File: src/design/irq_mask_consts.svh
// Offsets, field positions and reset values of the interrupt mask logic
`ifndef IRQ_MASK_CONSTS_SVH
`define IRQ_MASK_CONSTS_SVH

`define REG_MASK_OFS      5'h10
`define REG_STATUS_OFS    5'h11
`define REG_CONFIG_OFS    5'h1C

`define BIT_DISC_ROLL     11
`define BIT_FCAR_ROLL     10
`define BIT_RXERR_ROLL    9
`define BIT_LOOP_FAULT    8
`define BIT_RESET_DONE    7
`define BIT_JABBER        6
`define BIT_ANEG_DONE     5
`define BIT_PAR_FAULT     4
`define BIT_PAR_FAIL      3
`define BIT_REMOTE_FAULT  2
`define BIT_PAGE_RX       1

`define BIT_COMPAT_MODE   5

`define MASK_RESET        16'h0080
`define MASK_WRITABLE     16'h0FFE
`define CONFIG_RESET      16'h0000

`endif

File: src/design/irq_mask_pkg.sv
// Types shared by the interrupt mask logic
package irq_mask_pkg;
    typedef logic [15:0] reg16_t;
    typedef logic [4:0]  reg_addr_t;
    typedef logic [11:1] event_vec_t;
endpackage : irq_mask_pkg

File: src/design/phy_interrupt_mask_logic.sv
// Interrupt mask, latched status and management interrupt pin of the PHY
//
// The address-and-strobe port was left to the implementer.
`timescale 1ns/1ps
`include "irq_mask_consts.svh"

// Function
// - Mask bit 11 enables interrupt on disconnect counter MSB set; resets 0.
// - Mask bit 10 enables interrupt on false carrier counter MSB set; resets 0.
// - Mask bit 9 enables interrupt on receive error counter MSB set; resets 0.
// - Mask bit 8 enables interrupt on elastic buffer fault in remote loopback.
// - Mask bit 7 enables interrupt on reset and calibration completion; resets 1.
// - Mask bit 6 enables interrupt on 10BASE-T jabber detection; resets 0.
// - Mask bit 5 enables interrupt on auto-negotiation completion; resets 0.
// - Mask bit 4 enables interrupt on parallel detection fault; resets 0.
// - Mask bit 3 enables interrupt on parallel detect of unadvertised technology.
// - Mask bit 2 enables interrupt on remote fault from either source.
// - Mask bit 1 enables interrupt on every page received; resets 0.
// - Compatibility mode disables all mask bits and ignores writes to them.
// - Masked events are still recorded in the status register.
// - Status bits clear when the status register is read.
module phy_interrupt_mask_logic
    import irq_mask_pkg::*;
(
    input  wire logic      CLK_SYS,
    input  wire logic      RESET,
    input  wire reg_addr_t REG_ADDR,
    input  wire reg16_t    REG_WDATA,
    input  wire logic      REG_WR,
    input  wire logic      REG_RD,
    output reg16_t         REG_RDATA,
    input  wire logic      DISC_COUNT_MSB,
    input  wire logic      FCAR_COUNT_MSB,
    input  wire logic      RXERR_COUNT_MSB,
    input  wire logic      LOOP_BUF_FAULT,
    input  wire logic      RESET_CAL_DONE,
    input  wire logic      JABBER_SEEN,
    input  wire logic      ANEG_DONE,
    input  wire logic      PAR_DETECT_FAULT,
    input  wire logic      PAR_DETECT_FAIL,
    input  wire logic      REMOTE_FAULT,
    input  wire logic      PAGE_RECEIVED,
    output logic           COMPAT_MODE,
    output logic           IRQ_N
);
    // ------------------------------------------------------------
    // Event capture
    // ------------------------------------------------------------
    reg16_t     mask;
    reg16_t     config_reg;
    reg16_t     status;
    reg16_t     eff_mask;
    reg16_t     events;
    event_vec_t levels;
    event_vec_t rises;
    logic       wr_mask;
    logic       wr_config;
    logic       rd_status;

    assign levels[`BIT_DISC_ROLL]    = DISC_COUNT_MSB;
    assign levels[`BIT_FCAR_ROLL]    = FCAR_COUNT_MSB;
    assign levels[`BIT_RXERR_ROLL]   = RXERR_COUNT_MSB;
    assign levels[`BIT_LOOP_FAULT]   = LOOP_BUF_FAULT;
    assign levels[`BIT_RESET_DONE]   = RESET_CAL_DONE;
    assign levels[`BIT_JABBER]       = JABBER_SEEN;
    assign levels[`BIT_ANEG_DONE]    = ANEG_DONE;
    assign levels[`BIT_PAR_FAULT]    = PAR_DETECT_FAULT;
    assign levels[`BIT_PAR_FAIL]     = PAR_DETECT_FAIL;
    assign levels[`BIT_REMOTE_FAULT] = REMOTE_FAULT;
    assign levels[`BIT_PAGE_RX]      = PAGE_RECEIVED;

    rising_detect u_edges (
        .clk   (CLK_SYS),
        .reset (RESET),
        .level (levels),
        .rise  (rises)
    );

    assign events    = {4'h0, rises, 1'b0};
    assign wr_mask   = REG_WR && (REG_ADDR == `REG_MASK_OFS);
    assign wr_config = REG_WR && (REG_ADDR == `REG_CONFIG_OFS);
    assign rd_status = REG_RD && (REG_ADDR == `REG_STATUS_OFS);

    // ------------------------------------------------------------
    // Registers
    // ------------------------------------------------------------
    always_ff @(posedge CLK_SYS) begin
        if (RESET) begin
            mask <= `MASK_RESET;
        end else if (wr_mask && !config_reg[`BIT_COMPAT_MODE]) begin
            mask <= REG_WDATA & `MASK_WRITABLE;
        end
    end

    always_ff @(posedge CLK_SYS) begin
        if (RESET) begin
            config_reg <= `CONFIG_RESET;
        end else if (wr_config) begin
            config_reg <= REG_WDATA;
        end
    end

    // Set wins over read clear, so an event in the read cycle is kept for next read
    always_ff @(posedge CLK_SYS) begin
        if (RESET) begin
            status <= '0;
        end else if (rd_status) begin
            status <= events;
        end else begin
            status <= status | events;
        end
    end

    assign eff_mask = config_reg[`BIT_COMPAT_MODE] ? '0 : mask;

    // ------------------------------------------------------------
    // Outputs
    // ------------------------------------------------------------
    // Pin reflects the next status value so it tracks the latched bits exactly
    always_ff @(posedge CLK_SYS) begin
        if (RESET) begin
            IRQ_N <= 1'b1;
        end else if (rd_status) begin
            IRQ_N <= ~|(events & eff_mask);
        end else begin
            IRQ_N <= ~|((status | events) & eff_mask);
        end
    end

    always_ff @(posedge CLK_SYS) begin
        if (RESET) begin
            COMPAT_MODE <= 1'b0;
        end else if (wr_config) begin
            COMPAT_MODE <= REG_WDATA[`BIT_COMPAT_MODE];
        end
    end

    always_ff @(posedge CLK_SYS) begin
        if (RESET) begin
            REG_RDATA <= '0;
        end else if (REG_RD) begin
            unique case (REG_ADDR)
                `REG_MASK_OFS:   REG_RDATA <= eff_mask;
                `REG_STATUS_OFS: REG_RDATA <= status;
                `REG_CONFIG_OFS: REG_RDATA <= config_reg;
                default:         REG_RDATA <= '0;
            endcase
        end else begin
            REG_RDATA <= '0;
        end
    end

    // ------------------------------------------------------------
    // Checks
    // ------------------------------------------------------------
    mask_reset_a: assert property (@(posedge CLK_SYS) $fell(RESET) |-> mask == 16'h0080)
        else $error("mask reset value wrong");
    compat_lock_a: assert property (@(posedge CLK_SYS) disable iff (RESET)
        config_reg[5] |=> $stable(mask))
        else $error("mask changed in compatibility mode");
    masked_record_a: assert property (@(posedge CLK_SYS) disable iff (RESET)
        (events != 0) |=> ((status & $past(events)) == $past(events)))
        else $error("event not recorded");
    read_clear_a: assert property (@(posedge CLK_SYS) disable iff (RESET)
        rd_status && events == 0 |=> status == 0)
        else $error("status not cleared by read");
    read_data_a: assert property (@(posedge CLK_SYS) disable iff (RESET)
        rd_status |=> REG_RDATA == $past(status))
        else $error("status read data wrong");
    irq_level_a: assert property (@(posedge CLK_SYS) disable iff (RESET)
        !$past(RESET) |-> (IRQ_N == ~|(status & $past(eff_mask))))
        else $error("irq pin does not follow enabled status");
    disc_irq_a: assert property (@(posedge CLK_SYS) disable iff (RESET)
        $rose(DISC_COUNT_MSB) && eff_mask[11] |=> !IRQ_N)
        else $error("disconnect rollover missed");
    page_irq_a: assert property (@(posedge CLK_SYS) disable iff (RESET)
        $rose(PAGE_RECEIVED) && eff_mask[1] |=> !IRQ_N ##0 status[1])
        else $error("page interrupt missed");
    compat_quiet_a: assert property (@(posedge CLK_SYS) disable iff (RESET)
        config_reg[5] && $past(config_reg[5]) |-> IRQ_N)
        else $error("interrupt while compatibility mode");

    // ------------------------------------------------------------
    // Enabled events reach the pin
    // ------------------------------------------------------------
    // Each event is judged on its own input, but the pin is shared, so another pending enabled bit can hide a broken one
    fcar_irq_a: assert property (@(posedge CLK_SYS) disable iff (RESET)
        $rose(FCAR_COUNT_MSB) && eff_mask[`BIT_FCAR_ROLL] |=> !IRQ_N)
        else $error("false carrier rollover missed");
    rxerr_irq_a: assert property (@(posedge CLK_SYS) disable iff (RESET)
        $rose(RXERR_COUNT_MSB) && eff_mask[`BIT_RXERR_ROLL] |=> !IRQ_N)
        else $error("receive error rollover missed");
    loop_irq_a: assert property (@(posedge CLK_SYS) disable iff (RESET)
        $rose(LOOP_BUF_FAULT) && eff_mask[`BIT_LOOP_FAULT] |=> !IRQ_N)
        else $error("loopback fault missed");
    resetdone_irq_a: assert property (@(posedge CLK_SYS) disable iff (RESET)
        $rose(RESET_CAL_DONE) && eff_mask[`BIT_RESET_DONE] |=> !IRQ_N)
        else $error("reset complete missed");
    jabber_irq_a: assert property (@(posedge CLK_SYS) disable iff (RESET)
        $rose(JABBER_SEEN) && eff_mask[`BIT_JABBER] |=> !IRQ_N)
        else $error("jabber missed");
    aneg_irq_a: assert property (@(posedge CLK_SYS) disable iff (RESET)
        $rose(ANEG_DONE) && eff_mask[`BIT_ANEG_DONE] |=> !IRQ_N)
        else $error("auto-negotiation complete missed");
    parfault_irq_a: assert property (@(posedge CLK_SYS) disable iff (RESET)
        $rose(PAR_DETECT_FAULT) && eff_mask[`BIT_PAR_FAULT] |=> !IRQ_N)
        else $error("parallel detection fault missed");
    parfail_irq_a: assert property (@(posedge CLK_SYS) disable iff (RESET)
        $rose(PAR_DETECT_FAIL) && eff_mask[`BIT_PAR_FAIL] |=> !IRQ_N)
        else $error("parallel fail missed");
    remote_irq_a: assert property (@(posedge CLK_SYS) disable iff (RESET)
        $rose(REMOTE_FAULT) && eff_mask[`BIT_REMOTE_FAULT] |=> !IRQ_N)
        else $error("remote fault missed");

    // ------------------------------------------------------------
    // Every event is recorded whatever the mask
    // ------------------------------------------------------------
    disc_rec_a: assert property (@(posedge CLK_SYS) disable iff (RESET)
        $rose(DISC_COUNT_MSB) |=> status[`BIT_DISC_ROLL])
        else $error("disconnect rollover not recorded");
    fcar_rec_a: assert property (@(posedge CLK_SYS) disable iff (RESET)
        $rose(FCAR_COUNT_MSB) |=> status[`BIT_FCAR_ROLL])
        else $error("false carrier rollover not recorded");
    rxerr_rec_a: assert property (@(posedge CLK_SYS) disable iff (RESET)
        $rose(RXERR_COUNT_MSB) |=> status[`BIT_RXERR_ROLL])
        else $error("receive error rollover not recorded");
    loop_rec_a: assert property (@(posedge CLK_SYS) disable iff (RESET)
        $rose(LOOP_BUF_FAULT) |=> status[`BIT_LOOP_FAULT])
        else $error("loopback fault not recorded");
    resetdone_rec_a: assert property (@(posedge CLK_SYS) disable iff (RESET)
        $rose(RESET_CAL_DONE) |=> status[`BIT_RESET_DONE])
        else $error("reset complete not recorded");
    jabber_rec_a: assert property (@(posedge CLK_SYS) disable iff (RESET)
        $rose(JABBER_SEEN) |=> status[`BIT_JABBER])
        else $error("jabber not recorded");
    aneg_rec_a: assert property (@(posedge CLK_SYS) disable iff (RESET)
        $rose(ANEG_DONE) |=> status[`BIT_ANEG_DONE])
        else $error("auto-negotiation complete not recorded");
    parfault_rec_a: assert property (@(posedge CLK_SYS) disable iff (RESET)
        $rose(PAR_DETECT_FAULT) |=> status[`BIT_PAR_FAULT])
        else $error("parallel detection fault not recorded");
    parfail_rec_a: assert property (@(posedge CLK_SYS) disable iff (RESET)
        $rose(PAR_DETECT_FAIL) |=> status[`BIT_PAR_FAIL])
        else $error("parallel fail not recorded");
    remote_rec_a: assert property (@(posedge CLK_SYS) disable iff (RESET)
        $rose(REMOTE_FAULT) |=> status[`BIT_REMOTE_FAULT])
        else $error("remote fault not recorded");
    page_rec_a: assert property (@(posedge CLK_SYS) disable iff (RESET)
        $rose(PAGE_RECEIVED) |=> status[`BIT_PAGE_RX])
        else $error("page received not recorded");

    // ------------------------------------------------------------
    // Reset state
    // ------------------------------------------------------------
    // Reset is synchronous, so these look one edge after it is sampled
    reset_irq_a: assert property (@(posedge CLK_SYS)
        RESET |=> IRQ_N)
        else $error("interrupt pin active after reset");
    reset_rdata_a: assert property (@(posedge CLK_SYS)
        RESET |=> REG_RDATA == 16'h0000)
        else $error("read data not cleared by reset");
    reset_compat_a: assert property (@(posedge CLK_SYS)
        RESET |=> !COMPAT_MODE)
        else $error("compatibility mode set after reset");
    reset_status_a: assert property (@(posedge CLK_SYS)
        RESET |=> status == 16'h0000)
        else $error("status not cleared by reset");

    // ------------------------------------------------------------
    // Register port
    // ------------------------------------------------------------
    mask_write_a: assert property (@(posedge CLK_SYS) disable iff (RESET)
        wr_mask && !config_reg[`BIT_COMPAT_MODE] |=> mask == $past(REG_WDATA & `MASK_WRITABLE))
        else $error("mask write lost");
    config_write_a: assert property (@(posedge CLK_SYS) disable iff (RESET)
        wr_config |=> config_reg == $past(REG_WDATA))
        else $error("config write lost");
    mask_read_a: assert property (@(posedge CLK_SYS) disable iff (RESET)
        REG_RD && REG_ADDR == `REG_MASK_OFS |=> REG_RDATA == $past(eff_mask))
        else $error("mask read data wrong");
    config_read_a: assert property (@(posedge CLK_SYS) disable iff (RESET)
        REG_RD && REG_ADDR == `REG_CONFIG_OFS |=> REG_RDATA == $past(config_reg))
        else $error("config read data wrong");
    rdata_idle_a: assert property (@(posedge CLK_SYS) disable iff (RESET)
        !REG_RD |=> REG_RDATA == 16'h0000)
        else $error("read data outside read cycle");
    compat_mirror_a: assert property (@(posedge CLK_SYS) disable iff (RESET)
        COMPAT_MODE == config_reg[`BIT_COMPAT_MODE])
        else $error("compatibility output differs from config");
    mask_reserved_a: assert property (@(posedge CLK_SYS) disable iff (RESET)
        (mask & ~`MASK_WRITABLE) == 16'h0080 || (mask & ~`MASK_WRITABLE) == 16'h0000)
        else $error("reserved mask bits set");
    status_reserved_a: assert property (@(posedge CLK_SYS) disable iff (RESET)
        (status & ~`MASK_WRITABLE) == 16'h0000)
        else $error("reserved status bits set");
endmodule : phy_interrupt_mask_logic

File: src/design/rising_detect.sv
// Per-bit rising edge detector for event levels
`timescale 1ns/1ps
`include "irq_mask_consts.svh"
module rising_detect
    import irq_mask_pkg::*;
(
    input  wire logic       clk,
    input  wire logic       reset,
    input  wire event_vec_t level,
    output event_vec_t      rise
);
    event_vec_t last;

    always_ff @(posedge clk) begin
        if (reset) begin
            last <= '0;
        end else begin
            last <= level;
        end
    end

    // Counter MSBs and event levels count once per rise, not while they stay high
    assign rise = level & ~last;
endmodule : rising_detect

File: config.mk
export PLATFORM = sky130hd
export DESIGN_NAME = phy_interrupt_mask_logic
export DESIGN_NICKNAME = d
export VERILOG_FILES = /design/src/design/irq_mask_pkg.sv /design/src/design/phy_interrupt_mask_logic.sv /design/src/design/rising_detect.sv
export VERILOG_INCLUDE_DIRS = /design/src /design/src/design
export SDC_FILE = /design/constraint.sdc
export NUM_CORES = 1
export LEC_CHECK = 0
export ABC_AREA = 1
export BUFFER_PORTS_ARGS = -buffer_cell sky130_fd_sc_hd__buf_4
export CAP_MARGIN = 15
export CORE_UTILIZATION = 55
export CTS_BUF_LIST = sky130_fd_sc_hd__clkbuf_16
export CTS_CLUSTER_DIAMETER = 50
export CTS_CLUSTER_SIZE = 30
export DETAILED_ROUTE_END_ITERATION = 8
export PLACE_DENSITY = 0.78
export SLEW_MARGIN = 40
export SYNTH_ARGS = -nofsm -noshare
export SYNTH_HDL_FRONTEND = slang
export SYNTH_SLANG_ARGS = --single-unit
File: constraint.sdc
create_clock -name CLK_SYS -period 3 [get_ports CLK_SYS]
set_input_delay 0.9 -clock CLK_SYS [delete_from_list [all_inputs] [get_ports CLK_SYS]]
set_output_delay 0.9 -clock CLK_SYS [all_outputs]
set_load 0.005 [all_outputs]
==> summary.md, run 1 <==
| Metric | Value |
|---|---|
| Result of the run | finished, final reports clean |
| Worst Path Max Fanout | 14 |
| Worst path slowest cell | sky130_fd_sc_hd__dfxtp_1 |
| Die area | about 5300 sq um |
| Req. time, crit path | roughly 2.1 ns |
| Aggregate global routing overflow | 0 |
| Port bufs | 53 |
| Clock skew | 0.006333 ns |
| Path type of the worst setup path | flop to primary output |
| Final worst path period need | slightly above 2 ns |
| Int Power | 1.684 mW |
| Slew at the pin with the worst max-slew slack | between 0.5 and 0.6 ns |
| Antenna diodes | 0 |
| Gate count after technology mapping | about 400 |
| Clock tree from TritonCTS | yes |
| Switching pwr | 454.4 uW |
| Net count after synthesis | ~430 |
| First-pass GRT wire length | around 9.9 mm |
| Post-synthesis cell type count | 22 |
| Initial DRT Pass Iterations | 5 |
| CP max stage delay | around 0.64 ns |
| Post-CTS clock slew at the launch and capture registers of the worst setup and hold paths | ~0.05 ns |
| Fraction of layout cells with a size suffix above 1 | 0.1812 |
| Fin area | 3478 sq um |
| Area of the core | ~4800 sq um |
| Maximum level of the CTS H-tree | 3 |
| Violation count after the first detailed-routing iteration | roughly 230 |
| Overall routing resource usage | 0.2524 |
| Data arrival time of the worst path | 1.18 ns |
| Worst hold path type | flop to flop |
| Number of max-cap violations | 0 |
| Cell types with the largest area share after synthesis | sky130_fd_sc_hd__dfxtp_1 (48%), sky130_fd_sc_hd__nand2_1 (13%), sky130_fd_sc_hd__inv_1 (9.3%), sky130_fd_sc_hd__nor2_1 (8.3%), sky130_fd_sc_hd__a21oi_1 (4.9%) |
| Largest net degree at the start of global routing | 38 |
| Lkg Pwr | 1.731 nW |
| Sum of negative setup slack | 0 ns |
| Clock tree root driver cell | sky130_fd_sc_hd__clkbuf_16 |
| Remaining routing DRC violations | 0 |
| Standard-cell row count | 25 |
| Final hold violation count | 0 |
| Warnings from Yosys | 0 |
| Switch share | 0.2125 |
| Area of the mapped netlist | around 2700 sq um |
| Die X | 72.65 um |
| Max-slew violation count | 0 |
| Cts bufs inserted | 9 |
| Total Wirelength | ~6 mm |
| Clock latency at the later pin of the worst-skew pair | around 0.33 ns |
| Setup repair after global routing missed its margin | false |
| Initial Util | 0.5774 |
| Maximum clock rate | around 0.48 GHz |
| Worst path cell trace | buf_4 |
| Normalized max-slew margin | 0.6066 |
| Total power after layout | 2.139 mW |
| Average instance area after synthesis | just over 7 sq um |
| Antenna violations before repair | 0 |
| Sinks on Clock Net | 66 |
| Power density over the cells | between 600 and 700 nW/um^2 |
| Sequential share of the synthesized area | 0.4813 |
| Worst path bufs/invs | 1 |
| Sequential cell fraction of total power | 0.426 |
| Crit. End Element | primary output |
| Worst-case clock buffer depth | 2 |
| Io pins | between 50 and 60 |
| Vias in the first global route | around 2200 |
| Die Span Y | 72.65 um |
| Relative contribution of combinational cells to total power | 0.070 |
| CTS resizes | 0 |
| Library cell with the largest summed area after synthesis | sky130_fd_sc_hd__dfxtp_1 |
| Hold-fix buffer count after cts | 0 |
| Area share of the largest cell type after synthesis | 0.4813 |
| Tcrit/Tclk final | 0.6925 |
| Kind of launch point of the worst setup path | flop |
| Count of state elements after synthesis | between 60 and 70 |
| Most common cell after layout, fill and taps aside | sky130_fd_sc_hd__nand2_1 |
| Top library cells by usage in the layout, fill and taps aside | sky130_fd_sc_hd__nand2_1 (95), sky130_fd_sc_hd__inv_1 (69), sky130_fd_sc_hd__dfxtp_1 (66) |
| Vias/cell | roughly 4.8 |
| Post-DP HPWL | slightly above 4 mm |
| Total via count in the routed design | 2491 |
| Final routed wire length divided by cell count | 11.93 um |
| Post-CTS setup repair buffer count | 0 |
| Final setup violation count | 0 |
| RePlAce Congestion | approximately 0.83 |
| VDD IR-drop max | approximately 0.37 mV |
| Cell family contributing the most delay on the critical path | flip-flops |
| Clock power share | 0.504 |
| Area post-placement | ~3200 sq um |
| Post-DRT Antenna Nets | 0 |
| Area overhead of the layout relative to synthesis | 26.71% |
| Layout net count | 478 |
==> Yosys cell counts <==
cell type                  instances
sky130_fd_sc_hd__nand3_1           8
sky130_fd_sc_hd__inv_2             2
sky130_fd_sc_hd__a21oi_1          27
sky130_fd_sc_hd__buf_2             5
sky130_fd_sc_hd__nor2_1           61
sky130_fd_sc_hd__nor3_1            5
sky130_fd_sc_hd__clkinv_1          1
sky130_fd_sc_hd__nor3_4            1
sky130_fd_sc_hd__nand2_1          95
sky130_fd_sc_hd__or2_4             1
sky130_fd_sc_hd__nand2_4           1
sky130_fd_sc_hd__o211ai_2          3
sky130_fd_sc_hd__clkbuf_1          6
sky130_fd_sc_hd__buf_6             3
sky130_fd_sc_hd__dfxtp_1          66
sky130_fd_sc_hd__nand4_1           2
sky130_fd_sc_hd__o21ai_0          11
sky130_fd_sc_hd__o21ai_2           2
sky130_fd_sc_hd__nor2_4            1
sky130_fd_sc_hd__o21ai_1          12
sky130_fd_sc_hd__o211ai_1          8
sky130_fd_sc_hd__inv_1            68
==> power groups by stage <==
stage | sequential [mW] | clock (mW) | combinational, mW
3_3_place_gp | 0.929 | 0 | 0.144
2_1_floorplan | 0.928 | 0 | 0.0860
6_report | 0.912 | 1.08 | 0.150
3_5_place_dp | 0.930 | 0 | 0.147
4_1_cts | 0.912 | 1.08 | 0.150
5_1_grt | 0.914 | 1.13 | 0.168
==> area by class of cell <==
type                    instances  area [sq um]
flip-flops and latches         66          1321
fillers                       401          1276
inverters                      71         266.5
multi-input cells             238          1076
clock buffers                   9         225.2
well taps                      67         83.83
repair buffers                 56         420.4
clock inverters                 7         85.08
==> worst paths after layout <==
path                 start           to  slack [ns]  cells after the start
max          config_reg[5]  COMPAT_MODE        0.92                      1
min                mask[4]      mask[4]        0.45                      2
max reg2reg  config_reg[5]      mask[6]        1.34                      4
min reg2reg        mask[4]      mask[4]        0.45                      2
==> routing by layer <==
metal,part of all wire,vias up,GRT usage
met4,0.016,0,0.1133
met1,0.45,1105,0.3290
met5,0,-,0
li1,-,1294,-
met3,0.060,11,0.04558
met2,0.48,81,0.4091
==> cells by family (layout without fill, tap and decap cells) <==
family | Yosys count | in the layout | share of synthesized area
and+or+nand+nor | 175 | 175 | 0.2589
buffers and inverters | 85 | 143 | 0.1267
AOI/OAI and AO/OA | 63 | 63 | 0.1331
DFF | 66 | 66 | 0.4813
==> metrics by stage <==
stage / utilization / hold WS, ns / cells / setup WS (ns)
global route: 0.7316 / 0.4689 / 514 / 0.8780
detailed placement: 0.6663 / 0.4438 / 498 / 0.7429
floorplan: - / 0.4228 / 389 / 1.134
finish: 0.7316 / 0.4531 / 514 / 0.9226
global placement: 0.6663 / 0.4371 / 498 / 0.7947
CTS: 0.7316 / 0.4511 / 514 / 0.9272
Note: power is estimated with default switching activity, not from simulation.
==> inputs of run 2 (changes only) <==
--- a/config.mk
+++ b/config.mk
@@ -6,15 +6,15 @@
 export SDC_FILE = /design/constraint.sdc
 export NUM_CORES = 1
 export LEC_CHECK = 0
-export ABC_AREA = 1
+export ABC_AREA = 0
 export BUFFER_PORTS_ARGS = -buffer_cell sky130_fd_sc_hd__buf_4
 export CAP_MARGIN = 15
-export CORE_UTILIZATION = 55
+export CORE_UTILIZATION = 53
 export CTS_BUF_LIST = sky130_fd_sc_hd__clkbuf_16
 export CTS_CLUSTER_DIAMETER = 50
 export CTS_CLUSTER_SIZE = 30
 export DETAILED_ROUTE_END_ITERATION = 8
-export PLACE_DENSITY = 0.78
+export PLACE_DENSITY = 0.76
 export SLEW_MARGIN = 40
 export SYNTH_ARGS = -nofsm -noshare
 export SYNTH_HDL_FRONTEND = slang
==> constraint.sdc (replaced) <==
create_clock -name CLK_SYS -period 2 [get_ports CLK_SYS]
set_input_delay 0.6 -clock CLK_SYS [delete_from_list [all_inputs] [get_ports CLK_SYS]]
set_output_delay 0.6 -clock CLK_SYS [all_outputs]
set_load 0.005 [all_outputs]
==> run 2 against run 1 <==
Compared with the run above: the flow now finishes with violations (DRC); sequential cell count stayed put; routed wire length fell by 6.3%; final area down 5.8%; power up 38%; cell count decreased by 22%; first-iteration DRC count shrank 37%; non-clock buffer count is 8 higher; sequential share of layout area increased by 2.4 points; hold slack better by 0.0057 ns; clock-buffer cell count unchanged; critical path depth rose by 5; die area decreased by 3.9%; critical path type is now input pin to flop; largest cell class unchanged.
==> summary.md, run 2 <==
| Metric | Value |
|---|---|
| Standard-cell row count | 24 |
| Clock skew | 0.004553 ns |
| Cell count of the worst hold path | 2 |
| RePlAce Congestion | approximately 0.8 |
| Final setup violation count | 0 |
| Gate count after technology mapping | around 290 |
| Die area | about 5000 sq um |
| Post-synthesis cell type count | 32 |
| First-pass GRT wire length | approximately 9.5 mm |
| Overall routing resource usage | 0.2462 |
| FF-to-FF End | IRQ_N |
| Final routed wire length divided by cell count | ~14 um |
| Path type of the worst setup path | input pin to flop |
| Count of state elements after synthesis | 66 |
| Vias in the first global route | about 2000 |
| Final worst path period need | around 1.6 ns |
| Number of max-cap violations | 0 |
| Post-CTS clock slew at the launch and capture registers of the worst setup and hold paths | ~0.05 ns |
| Warnings from Yosys | 0 |
| Post-synth ARST share | 0 |
| Area of the core | ~4500 sq um |
| Total Wirelength | about 5.7 mm |
| Worst hold path type | flop to flop |
| Port bufs | 53 |
| Number of flops mapped to enable cells by yosys | 0 |
| Worst Path Max Fanout | 4 |
| Layout net count | approximately 380 |
| Post-DRT Antenna Nets | 0 |
| Int Power | 2.280 mW |
| Io pins | 54 |
| Switch share | 0.2299 |
| Setup slack at placement | 0.1412 ns |
| Hold-critical path endpoint | config_reg[4] |
| Initial DRT Pass Iterations | 6 |
| Antenna violations before repair | 0 |
| Final hold violation count | 0 |
| Max-slew violation count | 0 |
| Worst-case clock buffer depth | 2 |
| Violation count after the first detailed-routing iteration | 144 |
| Area taken by multi-input logic gates | approximately 1100 sq um |
| Internal reg-to-reg setup slack | 0.52 ns |
| Die X | between 70 and 80 um |
| Leading cell type by number of instances after synthesis | sky130_fd_sc_hd__dfxtp_1 |
| Antenna diodes | 0 |
| Switching pwr | 681.0 uW |
| Number of filler instances in the final layout | about 340 |
| Clock tree from TritonCTS | yes |
| Area taken by flip-flops and latches | about 1300 sq um |
| Crit. End Element | flop |
| Top library cells by usage in the layout, fill and taps aside | sky130_fd_sc_hd__dfxtp_1 (66), sky130_fd_sc_hd__buf_4 (64), sky130_fd_sc_hd__nand2_1 (47) |
| Worst Min Path Start | config_reg[4] |
| Setup repair after global routing missed its margin | false |
| Power density over the cells | 904.1 nW/um^2 |
| Area of the mapped netlist | around 2500 sq um |
| Sequential share of the synthesized area | 0.5205 |
| Clock power share | 0.472 |
| Hold-fix buffer count after cts | 0 |
| Req. time, crit path | around 2.2 ns |
| Sum of negative setup slack | 0 ns |
| Sinks on Clock Net | 66 |
| Area share of the largest cell type after synthesis | 0.5205 |
| Library cell with the largest summed area after synthesis | sky130_fd_sc_hd__dfxtp_1 |
| Violations in the final reports | DRC |
| Initial Util | 0.5674 |
| CTS resizes | 0 |
| Fraction of layout cells with a size suffix above 1 | 0.2429 |
| Area overhead of the layout relative to synthesis | 29.03% |
| Result of the run | complete, but fails checks |
| Tcrit/Tclk final | 0.7949 |
| Setup slack of the critical path after layout | between 0.4 and 0.5 ns |
| Remaining routing DRC violations | 6 |
| Aggregate global routing overflow | 0 |
| Die Span Y | roughly 71 um |
| Total via count in the routed design | ~2100 |
| Post-CTS setup repair buffer count | 0 |
| Largest net degree at the start of global routing | 31 |
| Top cells by instance count after synthesis | sky130_fd_sc_hd__dfxtp_1 (66), sky130_fd_sc_hd__nand2_1 (47), sky130_fd_sc_hd__nor2_1 (35), sky130_fd_sc_hd__a21oi_1 (28), sky130_fd_sc_hd__nor2b_1 (26) |
| Kind of launch point of the worst setup path | input pin |
| VDD IR-drop max | just under 0.7 mV |
| Slew at the pin with the worst max-slew slack | around 0.4 ns |
| Cts bufs inserted | 9 |
| Dominant register cell in the synthesized netlist | sky130_fd_sc_hd__dfxtp_1 |
| Clock tree root driver cell | sky130_fd_sc_hd__clkbuf_16 |
| Sequential cell fraction of total power | 0.463 |
| Average instance area after synthesis | about 9 sq um |
| Number of cells on the worst reg-to-reg path | 6 |
| Reg-to-Reg Start | config_reg[5] |
| Maximum level of the CTS H-tree | 3 |
| Vias/cell | about 5.3 |
| Maximum clock rate | 0.6290 GHz |
| Post-DP HPWL | just over 4 mm |
| Normalized max-slew margin | 0.7344 |
| Net count after synthesis | approximately 320 |
| Lkg Pwr | between 1 and 1.5 nW |
| Relative contribution of combinational cells to total power | 0.065 |
| Total power after layout | just under 3 mW |
| Clock latency at the later pin of the worst-skew pair | about 0.33 ns |
| Most common cell after layout, fill and taps aside | sky130_fd_sc_hd__dfxtp_1 |
| Cell types with the largest area share after synthesis | sky130_fd_sc_hd__dfxtp_1 (52%), sky130_fd_sc_hd__nand2_1 (6.9%), sky130_fd_sc_hd__nor2b_1 (6.4%), sky130_fd_sc_hd__a21oi_1 (5.5%), sky130_fd_sc_hd__nor2_1 (5.2%) |
| Data arrival time of the worst path | 1.81 ns |
run 2: changes by cell type after synthesis, moves of 10 or more:
cell / change
sky130_fd_sc_hd__a22oi_1: +11
sky130_fd_sc_hd__inv_1: -66
sky130_fd_sc_hd__mux2i_1: +10
sky130_fd_sc_hd__nand2_1: -48
sky130_fd_sc_hd__nor2_1: -26
sky130_fd_sc_hd__nor2b_1: +26
sky130_fd_sc_hd__o21ai_1: -12
run 2: layout make-up:
class | count | share of cell area
Sequential cell | 66 | 0.4034
Multi-Input combinational cell | 202 | 0.3453
Timing Repair Buffer | 64 | 0.1467
Tap cell | 52 | 0.01986
Clock inverter | 7 | 0.01375
Inverter | 2 | 0.002292
Clock buffer | 9 | 0.06875
run 2: stage by stage:
| step | hold WS, ns | cell area (sq um) | util | std cells |
|---|---|---|---|---|
| 5_1_grt | 0.4756 | 3276 | 0.7321 | 402 |
| 3_3_place_gp | 0.4374 | 3005 | 0.6717 | 386 |
| 3_5_place_dp | 0.4502 | 3005 | 0.6717 | 386 |
| 6_report | 0.4588 | 3276 | 0.7321 | 402 |
| 2_1_floorplan | 0.4319 | 2539 | - | 287 |
| 4_1_cts | 0.4579 | 3276 | 0.7321 | 402 |
run 2: worst max-delay path by stage:
stage / from / endpoint / slack, ns / depth (start not counted)
floorplan: REG_ADDR[3] / mask[8] / 0.38 / 5
global placement: REG_ADDR[3] / mask[7] / 0.16 / 5
detailed placement: REG_ADDR[3] / mask[7] / 0.14 / 5
CTS: REG_ADDR[3] / IRQ_N / 0.42 / 6
global route: REG_ADDR[3] / IRQ_N / 0.32 / 6
finish: REG_ADDR[3] / IRQ_N / 0.41 / 6
run 2: kinds of logic (layout without fill, tap and decap cells):
logic type,count (synthesis),after routing,synth area share
simple gates,123,123,0.2331
buf+inv,19,82,0.03401
mux,13,13,0.05274
flops,66,66,0.5205
compound gates,66,66,0.1597
run 2: power groups by stage:
stage                     clock network (mW)  registers (mW)  logic, mW
after detailed placement                   0            1.40      0.189
final                                   1.40            1.37      0.191
after CTS                               1.42            1.37      0.191
after floorplan                            0            1.39     0.0985
after global routing                    1.47            1.37      0.212
after global placement                     0            1.40      0.186
run 2: layer usage:
layer	vias to the layer above	track usage	part of all wire
met5	-	0	0
li1	1095	-	-
met3	9	0.07876	0.054
met1	985	0.3081	0.46
met4	0	0.09556	0.012
met2	59	0.3968	0.47
run 2: critical path: stages:
cell	delay [ns]
sky130_fd_sc_hd__buf_4	0.12
sky130_fd_sc_hd__nor4b_4	0.39
sky130_fd_sc_hd__nand3_2	0.16
sky130_fd_sc_hd__a2111oi_2	0.30
sky130_fd_sc_hd__a311oi_1	0.13
sky130_fd_sc_hd__o31ai_1	0.10
==> inputs of run 3 (changes only) <==
==> constraint.sdc (replaced) <==
create_clock -name CLK_SYS -period 1.5 [get_ports CLK_SYS]
set_input_delay 0.45 -clock CLK_SYS [delete_from_list [all_inputs] [get_ports CLK_SYS]]
set_output_delay 0.45 -clock CLK_SYS [all_outputs]
set_load 0.005 [all_outputs]
==> run 3 against run 2 <==
Compared with the run above: the flow still finishes with violations (DRC); non-clock buffer count is 9 higher; clock power is 46% higher; register-to-register slack worse by 0.45 ns; highest routed layer unchanged.
==> summary.md, run 3 (synthesis results as in run 2) <==
| Metric | Value |
|---|---|
| Result of the run | complete, but fails checks |
| Violations in the final reports | DRC |
| Number of cells on the worst reg-to-reg path | 5 |
| Path type of the worst setup path | flop to flop |
| Worst Path Max Fanout | 6 |
| Hold-fix buffer count after cts | 0 |
| Largest net degree at the start of global routing | 21 |
| Final hold violation count | 0 |
| Final routed wire length divided by cell count | ~14 um |
| Timing startpoint of the critical path | config_reg[5] |
| Initial DRT Pass Iterations | 9 |
| Clock skew | about 0.0056 ns |
| Final setup violation count | 0 |
| Io pins | 54 |
| Setup slack at placement | -0.1814 ns |
| First-pass GRT wire length | just under 10 mm |
| FF-to-FF End | IRQ_N |
| Total via count in the routed design | 2206 |
| Fin area | between 3000 and 4000 sq um |
| Tcrit/Tclk final | 0.9541 |
| Normalized max-slew margin | 0.7226 |
| Area taken by multi-input logic gates | ~1100 sq um |
| Power density over the cells | ~1200 nW/um^2 |
| Post-CTS clock slew at the launch and capture registers of the worst setup and hold paths | ~0.050 ns |
| Standard-cell row count | 24 |
| Data arrival time of the worst path | approximately 1.7 ns |
| Die X | about 70 um |
| Switching pwr | roughly 900 uW |
| Area overhead of the layout relative to synthesis | 33.76% |
| Internal reg-to-reg setup slack | between 0.06 and 0.07 ns |
| Initial Util | 0.5674 |
| Die Span Y | just over 70 um |
| Clock tree from TritonCTS | yes |
| Vias in the first global route | 2150 |
| Req. time, crit path | between 1.5 and 2 ns |
| Worst hold path type | input pin to flop |
| Relative contribution of combinational cells to total power | 0.066 |
| Final worst path period need | about 1.4 ns |
| Overall routing resource usage | 0.2570 |
| Reg-to-Reg Start | config_reg[5] |
| Max-slew violation count | 0 |
| Most common cell after layout, fill and taps aside | sky130_fd_sc_hd__buf_4 |
| Vias/cell | approximately 5.4 |
| Worst setup path endpoint | IRQ_N |
| Setup slack of the critical path after layout | slightly below 0.07 ns |
| Number of max-cap violations | 0 |
| Cts bufs inserted | 9 |
| Clock tree root driver cell | sky130_fd_sc_hd__clkbuf_16 |
| Sinks on Clock Net | 66 |
| Violation count after the first detailed-routing iteration | roughly 190 |
| Remaining routing DRC violations | 6 |
| Lkg Pwr | around 1.5 nW |
| Setup repair after global routing missed its margin | false |
| Total Wirelength | just under 6 mm |
| Area taken by flip-flops and latches | 1323 sq um |
| Maximum clock rate | roughly 0.70 GHz |
| Port bufs | 53 |
| Area post-placement | slightly above 3000 sq um |
| Aggregate global routing overflow | 0 |
| Antenna violations before repair | 0 |
| Post-DRT Antenna Nets | 0 |
| Worst-case clock buffer depth | 2 |
| Slew at the pin with the worst max-slew slack | ~0.42 ns |
| Post-DP HPWL | roughly 4.2 mm |
| Cell count of the worst hold path | 2 |
| Area of the core | 4474 sq um |
| Sequential cell fraction of total power | 0.441 |
| Fraction of layout cells with a size suffix above 1 | 0.2674 |
| Int Power | ~3.2 mW |
| RePlAce Congestion | 0.7946 |
| Die area | 5071 sq um |
| Switch share | 0.2220 |
| Kind of launch point of the worst setup path | flop |
| Number of filler instances in the final layout | approximately 340 |
| Clock latency at the later pin of the worst-skew pair | 0.33 ns |
| Layout net count | 390 |
| Antenna diodes | 0 |
| Crit. End Element | flop |
| VDD IR-drop max | ~1.4 mV |
| Top library cells by usage in the layout, fill and taps aside | sky130_fd_sc_hd__buf_4 (72), sky130_fd_sc_hd__dfxtp_1 (65), sky130_fd_sc_hd__nand2_1 (47) |
| Maximum level of the CTS H-tree | 3 |
| Clock power share | 0.493 |
run 3: power groups by stage:
stage | Combinational, mW | Sequential, mW | Clock, mW
floorplan | 0.131 | 1.86 | 0
global placement | 0.264 | 1.86 | 0
detailed placement | 0.267 | 1.86 | 0
CTS | 0.270 | 1.83 | 2.06
global route | 0.302 | 1.83 | 2.14
finish | 0.271 | 1.83 | 2.04
run 3: routing by layer:
metal	global-route usage	vias up	wire length, um	part of all wire
li1	-	1111	-	-
met1	0.3173	1008	2603	0.45
met2	0.4296	74	2754	0.48
met3	0.05204	13	294	0.051
met4	0.1267	0	135	0.023
met5	0	-	0	0
run 3: through the flow:
stage	instances	hold slack [ns]	power [mW]	util	setup TNS (ns)
6_report	411	0.3383	4.141	0.7589	0
2_1_floorplan	287	0.4319	1.989	-	0
5_1_grt	411	0.3476	4.276	0.7589	0
3_5_place_dp	395	0.4460	2.132	0.6896	-3.162
4_1_cts	411	0.3343	4.162	0.7562	0
3_3_place_gp	395	0.4371	2.127	0.6896	-2.362
run 3: timing repair:
action	CTS	global route
gates resized for setup	1	1
setup buffers	0	0
pin swaps	0	1
endpoints found under the setup margin	1	1
run 3: worst min path at each step:
stage,from,to,slack (ns)
5_1_grt,DISC_COUNT_MSB,u_edges.last[10],0.35
6_report,LOOP_BUF_FAULT,u_edges.last[7],0.34
4_1_cts,LOOP_BUF_FAULT,u_edges.last[7],0.33
3_5_place_dp,config_reg[15],config_reg[15],0.45
2_1_floorplan,config_reg[0],config_reg[0],0.43
3_3_place_gp,config_reg[13],config_reg[13],0.44
run 3: final cells by class:
cell class | count | share of cell area
Sequential cell | 66 | 0.3895
Clock inverter | 7 | 0.02100
Inverter | 2 | 0.002211
Tap cell | 52 | 0.01916
Clock buffer | 9 | 0.06632
Multi-Input combinational cell | 202 | 0.3368
Timing Repair Buffer | 73 | 0.1651
run 3: worst max-delay path: stages (launching register included):
cell and delay (ns):
sky130_fd_sc_hd__dfxtp_2 0.38, sky130_fd_sc_hd__inv_1 0.12, sky130_fd_sc_hd__a32o_1 0.27, sky130_fd_sc_hd__a2111oi_4 0.34, sky130_fd_sc_hd__a311oi_1 0.15, sky130_fd_sc_hd__o31ai_1 0.09
